$ cat config.mk
export PLATFORM = sky130hd
export DESIGN_NAME = pmd_mailbox_doorbell
export DESIGN_NICKNAME = d
export VERILOG_FILES = /design/src/core/pmd_pkg.sv /design/src/core/pmd_mailbox_doorbell.sv
export SDC_FILE = /design/constraint.sdc
export NUM_CORES = 1
export LEC_CHECK = 0
export BUFFER_PORTS_ARGS = -buffer_cell sky130_fd_sc_hd__buf_4
export CAP_MARGIN = 25
export CORE_UTILIZATION = 30
export CTS_BUF_LIST = sky130_fd_sc_hd__clkbuf_8
export DETAILED_ROUTE_END_ITERATION = 10
export GPL_ROUTABILITY_DRIVEN = 0
export PLACE_DENSITY = 0.58
export SLEW_MARGIN = 20
export SYNTH_ARGS = -nofsm -noshare
export SYNTH_HDL_FRONTEND = slang
export SYNTH_SLANG_ARGS = --single-unit
$ cat constraint.sdc
create_clock -name clk_sys -period 2.12 [get_ports clk_sys]
set_input_delay 0.106 -clock clk_sys [delete_from_list [all_inputs] [get_ports clk_sys]]
set_output_delay 0.106 -clock clk_sys [all_outputs]
set_load 0.01 [all_outputs]
$ cat src/core/pmd_pkg.sv
// package for the mailbox and doorbell block: register indices, reset values, carriers
// assumes both register ports share clk_sys and a synchronous active-high reset
package pmd_pkg;

  localparam int unsigned DATA_W    = 32;
  localparam int unsigned ADDR_W    = 3;
  localparam int unsigned BE_W      = 4;
  localparam int unsigned MBOX_N    = 4;

  // register indices, shared by the core port and the pci port
  localparam logic [2:0] IDX_MBOX0      = 3'h0;
  localparam logic [2:0] IDX_MBOX1      = 3'h1;
  localparam logic [2:0] IDX_MBOX2      = 3'h2;
  localparam logic [2:0] IDX_MBOX3      = 3'h3;
  localparam logic [2:0] IDX_CORE_DB    = 3'h4;
  localparam logic [2:0] IDX_CORE_SETUP = 3'h5;
  localparam logic [2:0] IDX_PCI_DB     = 3'h6;
  localparam logic [2:0] IDX_PCI_SETUP  = 3'h7;

  // deasserted values: core-bound idles at all ones, pci-bound at all zeros
  localparam logic [31:0] CORE_DB_RESET = 32'hffffffff;
  localparam logic [31:0] PCI_DB_RESET  = 32'h00000000;
  localparam logic [31:0] MBOX_RESET    = 32'h00000000;

  // silicon revision codes for general interrupt routing
  localparam logic REV_FIRST = 1'h0;
  localparam logic REV_LATER = 1'h1;

  // one register access from either side
  typedef struct packed {
    logic        wr_en;
    logic        rd_en;
    logic [2:0]  addr;
    logic [3:0]  be;
    logic [31:0] wdata;
  } pmd_req_type;

  typedef struct packed {
    logic        rd_valid;
    logic [31:0] rdata;
  } pmd_rsp_type;

  // other sources of the pci interrupt pin
  typedef struct packed {
    logic       dma_done;
    logic       pci_int_request_bit;
    logic       unit_event;
    logic       general_irq;
  } pmd_int_src_type;

endpackage

$ cat src/core/pmd_mailbox_doorbell.sv
// mailbox and doorbell block between the embedded control core and the pci agent
// assumes both request ports are synchronous to clk_sys; one access per port per cycle
`timescale 1ns/1ps
`default_nettype none
// Overview of operation
// - four 32-bit mailboxes, byte-writable and readable from both core and pci ports.
// - mailbox values are only stored and returned, never interpreted.
// - pci writes to core-bound doorbell raise the fast core interrupt.
// - core writes to pci-bound doorbell raise the pci interrupt.
// - each doorbell pattern reduces to one interrupt and stays readable.
// - 32 set/reset bits; core ones set, pci ones clear.
// - zero bits written to a doorbell leave those bits unchanged.
// - pci interrupt line is the nor of all pci-bound doorbell bits.
// - a raise drives the bit to 0 core-bound, 1 pci-bound.
// - a dismiss drives the bit to 1 core-bound, 0 pci-bound.
// - setup registers write straight into doorbell bits, overwriting them.
// - setup lets the raising side withdraw its own interrupt.
// - setup lets a side raise a doorbell aimed at itself, for diagnostics.
// - pci pin asserts on doorbell, dma done, request bit clear, or unit event.
// - first revision routes general requests to core; later revision may route to pci.
module pmd_mailbox_doorbell
  import pmd_pkg::*;
#(
  parameter logic SILICON_REV = pmd_pkg::REV_LATER
)
(
  input  wire logic                     clk_sys,
  input  wire logic                     rst,
  input  wire pmd_pkg::pmd_req_type     core_req,
  output var  pmd_pkg::pmd_rsp_type     core_rsp,
  input  wire pmd_pkg::pmd_req_type     pci_req,
  output var  pmd_pkg::pmd_rsp_type     pci_rsp,
  input  wire pmd_pkg::pmd_int_src_type int_src,
  input  wire logic                     general_to_pci,
  output logic                          fast_core_interrupt,
  output logic                          core_general_irq,
  output logic                          pci_int_n
);
  import pmd_pkg::*;

  logic [31:0] mbox_q [MBOX_N];
  logic [31:0] core_db_q;
  logic [31:0] core_db_d;
  logic [31:0] pci_db_q;
  logic [31:0] pci_db_d;
  // write strobes, one bit per register index, and byte-lane masks per port
  logic [7:0]  core_wr_hit;
  logic [7:0]  pci_wr_hit;
  logic [31:0] core_lanes;
  logic [31:0] pci_lanes;
  // ones written through the plain doorbell indices, already masked by lanes
  logic [31:0] core_db_raise;
  logic [31:0] core_db_dismiss;
  logic [31:0] pci_db_raise;
  logic [31:0] pci_db_dismiss;
  // pin sources, active high, kept apart so each one can be traced alone
  logic        pin_from_db;
  logic        pin_from_dma;
  logic        pin_from_ctl;
  logic        pin_from_unit;
  logic        pin_from_gen;
  logic        gen_to_pci_en;
  logic        gen_to_core;

  // expand byte enables into a bit mask
  function automatic logic [31:0] be_mask(input logic [3:0] be);
    logic [31:0] m;
    m = '0;
    for (int i = 0; i < 4; i++)
    begin
      m[i*8 +: 8] = {8{be[i]}};
    end
    return m;
  endfunction

  function automatic logic is_wr(input pmd_req_type r, input logic [2:0] idx);
    return r.wr_en && (r.addr == idx);
  endfunction

  // byte-lane merge: enabled lanes take the written data, the others keep the old value
  function automatic logic [31:0] lane_merge(input logic [31:0] old_v,
                                             input logic [31:0] new_v,
                                             input logic [3:0]  be);
    logic [31:0] m;
    m = be_mask(be);
    return (old_v & ~m) | (new_v & m);
  endfunction

  // one strobe per register index; a read alone never strobes
  function automatic logic [7:0] wr_decode(input pmd_req_type r);
    logic [7:0] hit;
    hit = '0;
    for (int i = 0; i < 8; i++)
    begin
      hit[i] = is_wr(r, ADDR_W'(i));
    end
    return hit;
  endfunction

  // decoded once per port so every register block sees the same strobes
  always_comb
  begin
    core_wr_hit = wr_decode(core_req);
    pci_wr_hit  = wr_decode(pci_req);
    core_lanes  = be_mask(core_req.be);
    pci_lanes   = be_mask(pci_req.be);
  end

  // plain doorbell writes: only ones count, zeros leave bits alone
  always_comb
  begin
    core_db_raise   = pci_wr_hit[IDX_CORE_DB] ? (pci_req.wdata & pci_lanes) : '0;
    core_db_dismiss = core_wr_hit[IDX_CORE_DB] ? (core_req.wdata & core_lanes) : '0;
    pci_db_raise    = core_wr_hit[IDX_PCI_DB] ? (core_req.wdata & core_lanes) : '0;
    pci_db_dismiss  = pci_wr_hit[IDX_PCI_DB] ? (pci_req.wdata & pci_lanes) : '0;
  end

  // mailboxes: plain storage, byte lanes; pci wins a same-lane collision
  always_ff @(posedge clk_sys)
  begin
    if (rst)
    begin
      for (int k = 0; k < MBOX_N; k++)
      begin
        mbox_q[k] <= MBOX_RESET;
      end
    end
    else
    begin
      for (int k = 0; k < MBOX_N; k++)
      begin
        logic [31:0] v;
        v = mbox_q[k];
        if (core_wr_hit[k])
        begin
          v = lane_merge(v, core_req.wdata, core_req.be);
        end
        if (pci_wr_hit[k])
        begin
          v = lane_merge(v, pci_req.wdata, pci_req.be);
        end
        mbox_q[k] <= v;
      end
    end
  end

  // core-bound doorbell: pci ones raise (drive 0), core ones dismiss (drive 1)
  always_comb
  begin
    core_db_d = core_db_q;
    core_db_d = core_db_d & ~core_db_raise;
    core_db_d = core_db_d | core_db_dismiss;  // a dismiss in the same cycle as a raise wins
    // setup writes overwrite the addressed lanes; pci setup applied last
    if (core_wr_hit[IDX_CORE_SETUP])
    begin
      core_db_d = lane_merge(core_db_d, core_req.wdata, core_req.be);
    end
    if (pci_wr_hit[IDX_CORE_SETUP])
    begin
      core_db_d = lane_merge(core_db_d, pci_req.wdata, pci_req.be);
    end
  end

  // pci-bound doorbell: core ones raise (set), pci ones dismiss (clear)
  always_comb
  begin
    pci_db_d = pci_db_q;
    // a raise in the same cycle as a dismiss of the same bit wins
    pci_db_d = (pci_db_d & ~pci_db_dismiss) | pci_db_raise;
    if (pci_wr_hit[IDX_PCI_SETUP])
    begin
      pci_db_d = lane_merge(pci_db_d, pci_req.wdata, pci_req.be);
    end
    if (core_wr_hit[IDX_PCI_SETUP])
    begin
      pci_db_d = lane_merge(pci_db_d, core_req.wdata, core_req.be);
    end
  end

  // doorbells only move on a write; nothing else in the block touches them
  always_ff @(posedge clk_sys)
  begin
    if (rst)
    begin
      core_db_q <= CORE_DB_RESET;
    end
    else
    begin
      core_db_q <= core_db_d;
    end
  end

  always_ff @(posedge clk_sys)
  begin
    if (rst)
    begin
      pci_db_q <= PCI_DB_RESET;
    end
    else
    begin
      pci_db_q <= pci_db_d;
    end
  end

  // read mux, shared by both ports; doorbells read back raw
  function automatic logic [31:0] rd_mux(input logic [2:0] a);
    logic [31:0] r;
    r = '0;
    case (a)
      IDX_MBOX0, IDX_MBOX1, IDX_MBOX2, IDX_MBOX3: r = mbox_q[a[1:0]];
      IDX_CORE_DB, IDX_CORE_SETUP:                r = core_db_q;
      IDX_PCI_DB, IDX_PCI_SETUP:                  r = pci_db_q;
      default:                                    r = '0;
    endcase
    return r;
  endfunction

  // read data is one cycle after the request, held until the next read
  always_ff @(posedge clk_sys)
  begin
    if (rst)
    begin
      core_rsp <= '0;
    end
    else
    begin
      core_rsp.rd_valid <= core_req.rd_en;
      if (core_req.rd_en)
      begin
        core_rsp.rdata <= rd_mux(core_req.addr);
      end
    end
  end

  // the pci port has its own register so both sides may read in one cycle
  always_ff @(posedge clk_sys)
  begin
    if (rst)
    begin
      pci_rsp <= '0;
    end
    else
    begin
      pci_rsp.rd_valid <= pci_req.rd_en;
      if (pci_req.rd_en)
      begin
        pci_rsp.rdata <= rd_mux(pci_req.addr);
      end
    end
  end

  // general requests: the first revision has no path from them to the pci pin
  always_comb
  begin
    gen_to_pci_en = (SILICON_REV == REV_LATER) && general_to_pci;
    gen_to_core   = int_src.general_irq && !gen_to_pci_en;
  end

  // every source that may pull the pci pin low
  always_comb
  begin
    pin_from_db   = |pci_db_d;
    pin_from_dma  = int_src.dma_done;
    pin_from_ctl  = !int_src.pci_int_request_bit;
    pin_from_unit = int_src.unit_event;
    pin_from_gen  = int_src.general_irq && gen_to_pci_en;
  end

  // interrupts registered from the next doorbell value so they track it exactly;
  // this costs no latency beyond the register write itself
  always_ff @(posedge clk_sys)
  begin
    if (rst)
    begin
      fast_core_interrupt <= 1'b0;
    end
    else
    begin
      fast_core_interrupt <= ~(&core_db_d);
    end
  end

  always_ff @(posedge clk_sys)
  begin
    if (rst)
    begin
      core_general_irq <= 1'b0;
    end
    else
    begin
      core_general_irq <= gen_to_core;
    end
  end

  // active low pin: the nor of the doorbell bits merged with the other sources
  always_ff @(posedge clk_sys)
  begin
    if (rst)
    begin
      pci_int_n <= 1'b1;
    end
    else
    begin
      pci_int_n <= !(pin_from_db || pin_from_dma || pin_from_ctl
                     || pin_from_unit || pin_from_gen);
    end
  end

endmodule
`default_nettype wire

==> results.yml <==
status:
  status: "completed"
grt:
  antenna_found_initial: 0
  grt-ovfl-total: 0
  grt_usage: 0.232
  grt_max_degree: 96
  grt_pass1_vias: 15700
  grt_pass1_wl_um: 91700
clocking:
  cts_buffers: 49
  cts.sinks: 261
  cts_tree: "built"
  root_buffer: "clkbuf_8"
  clkTransAtPathRegs_ns: 0.06
  post_cts_buffers: 0
  clk_latency_ns: 0.64
  htreeDepth: 2
  cts_buffer_depth: 3
finish:
  multi_input_area_um2: 9040
  postLayoutCoreUtil: 0.393
  drive_gt1_frac: 0.210
  finalInstanceArea_um2: 19300
  fillCellCount: 5014
  ff_latch_area_um2: 5230
  finalNetCount: 2166
  area_growth_pct: 28.9
  final_cells: 2777
  antenna_cells: 0
synthesis:
  synth_flop_cell: "dfxtp_1"
  avgSynthCellArea_um2: 8.15
  ys_types: 61
  syn-num-nets: 1925
  ys_async_sr_fraction: 0
  synth_warnings: 0
  ys_seq_area_frac: 0.349
  synth_edf_count: 0
  ys_ff_latch: 261
  syn-instance-count: 1836
  netlist_area_um2: 15000
worst_setup_path:
  worst-path-buf-inv: 2
  cp.required_ns: 2.68
  cp_slowest_cell: "dlygate4sd3_1"
  crit_family: "simple AND/OR/NAND/NOR gates"
  crit_type: "primary input to flip-flop"
  crit_arrival_ns: 2.54
  crit_path_end_kind: "flip-flop"
  critPathMaxStageDelay_ns: 0.56
  start_kind: "primary input"
  path_cells: "dlygate4sd3_1 > buf_4 > and4_1 > nand2_1 > o211a_1 > a2111oi_0 > nand4_1 > nor4_1 > a41o_1"
  cp_max_fo: 8
die:
  die_w_um: 225
  initial_core_util: 0.305
  rows: 81
  dieArea_um2: 50800
  pin_count: 158
  die_h_um: 225
  coreArea_um2: 49100
sta:
  period_share: 0.934
  fin_hold_ws_ns: 0.0511
  tightest_slew_ns: 0.756
  setup_tns_ns: 0
  max_freq_mhz: 505
  final-setup-viol-count: 0
  rsz0062_at_grt: "no"
  final.setup_skew_ns: 0.0248
  period_minus_slack_ns: 1.98
  finalMaxSlewViolations: 0
  slew_headroom: 0.496
  hold_violations: 0
routing:
  vias: 15900
  via_per_inst: 5.71
  dr.first_iter.drc_count: 1685
  drt_first_pass_iters: 8
  drc: 0
  wire_per_inst_um: 21.4
  routed_wl_um: 59400
  ant_nets: 0
place:
  dp_hpwl_um: 41000
  io_buffer_count: 157
  place_area_um2: 17200
  dp.cells: 2589
power:
  peakVddDrop_v: 0.000470
  leakage_nw: 7.52
  power_density_nw_per_um2: 662
run:
  max_cap_violations: 0
worst_hold_path:
  hp-class: "primary input to flip-flop"
where the power goes:
part           switching (mW)  internal [mW]  leakage, nW
combinational            1.26          0.950         4.80
clock                    2.33           2.97        0.587
sequential              0.155           5.12         2.13
per-layer routing:
| layer | share of wire | up-vias | track usage |
|---|---|---|---|
| met5 | 0 | - | 0 |
| met1 | 0.42 | 7650 | 0.300 |
| met3 | 0.084 | 162 | 0.0514 |
| li1 | - | 7223 | - |
| met4 | 0.035 | 0 | 0.0913 |
| met2 | 0.46 | 822 | 0.373 |
worst min-delay path: cells and delay by family:
family	cells	cell delay (ns)
compound gates	1	0.11
simple gates	1	0.06
buf+inv	2	0.36
synthesized netlist by cell type, drive strengths merged, types with 5 or more instances:
cell type | instances | area share
a21oi | 106 | 0.035
a221oi | 6 | 0.0035
a22o | 6 | 0.0035
a22oi | 18 | 0.0090
a2bb2oi | 11 | 0.0064
a311oi | 128 | 0.075
a31o | 9 | 0.0053
a31oi | 9 | 0.0038
and2 | 5 | 0.0021
and3 | 14 | 0.0058
and4 | 5 | 0.0029
buf | 40 | 0.013
clkbuf | 138 | 0.035
dfxtp | 261 | 0.35
mux2i | 128 | 0.086
mux4 | 64 | 0.096
nand2 | 225 | 0.056
nand2b | 14 | 0.0058
nand3 | 170 | 0.057
nand4 | 11 | 0.0046
nor2 | 321 | 0.080
nor2b | 7 | 0.0029
nor3 | 16 | 0.0060
nor4 | 5 | 0.0021
o211ai | 5 | 0.0025
o21ai | 40 | 0.013
o22ai | 6 | 0.0025
o311ai | 5 | 0.0029
or2 | 24 | 0.010
state kept, by name, indices dropped and copies added, names as in the netlist:
name	flops
mbox_q	128
core_general_irq	1
pci_rsp	33
pci_db_q	32
pci_int_n	1
core_db_q	32
core_rsp	33
fast_core_interrupt	1
final cells by class:
type,count,share of cell area
clock buffers,65,0.0464
inverters,4,0.000778
multi-input cells,1393,0.468
clock inverters,22,0.00765
repair buffers,368,0.163
well taps,664,0.0430
flip-flops and latches,261,0.271
placed cells by master (no fill, tap or decap), drive strengths merged, types with 3 or more instances in the layout:
cell	synthesis	routed
a211oi	3	3
a21oi	106	106
a221oi	6	6
a22o	6	6
a22oi	18	18
a2bb2oi	11	11
a311oi	128	128
a31o	9	9
a31oi	9	9
a32oi	4	4
and2	5	5
and3	14	14
and4	5	5
and4b	4	4
buf	40	266
clkbuf	138	66
clkinv	0	7
dfxtp	261	261
dlygate4sd3	0	101
inv	4	16
mux2i	128	128
mux4	64	64
nand2	225	225
nand2b	14	14
nand3	170	170
nand3b	3	3
nand4	11	11
nor2	321	321
nor2b	7	7
nor3	16	16
nor4	5	5
o211ai	5	5
o21ai	40	40
o22ai	6	6
o311ai	5	5
or2	24	24
final timing paths:
kind                                    to                startpoint  cells after the start  slack, ns
hold / removal    mbox_q[2][22]$_SDFF_PP0_               pci_req[34]                      4       0.05
setup / recovery      pci_int_n$_SDFF_PP1_               pci_req[32]                      9       0.14
hold reg to reg   mbox_q[3][10]$_SDFF_PP0_  mbox_q[3][10]$_SDFF_PP0_                      2       0.50
setup reg to reg      pci_int_n$_SDFF_PP1_   pci_db_q[18]$_SDFF_PP0_                      6       0.32
metrics by stage:
stage / setup slack, ns / power [mW]
after floorplan: 0.248 / 6.51
after global placement: -0.0148 / 7.39
after detailed placement: -0.0205 / 7.41
after CTS: 0.148 / 12.8
after global routing: 0.00648 / 13.3
final: 0.139 / 12.8
repair_timing:
item                                    4_1_cts  5_1_grt
gates resized for setup                       0        2
hold buffers                                101        0
endpoints found under the hold margin       182        0
endpoints found under the setup margin        0        2
cell families (layout without fill, tap and decap cells):
family	after synthesis	in the layout	share of synthesized area
AND/OR/NAND/NOR	828	828	0.243
AO/OA/AOI/OAI	373	373	0.178
flip-flops	261	261	0.349
multiplexers	192	192	0.182
buffers and inverters	182	459	0.0485
Power figures use the tool's default switching activity.
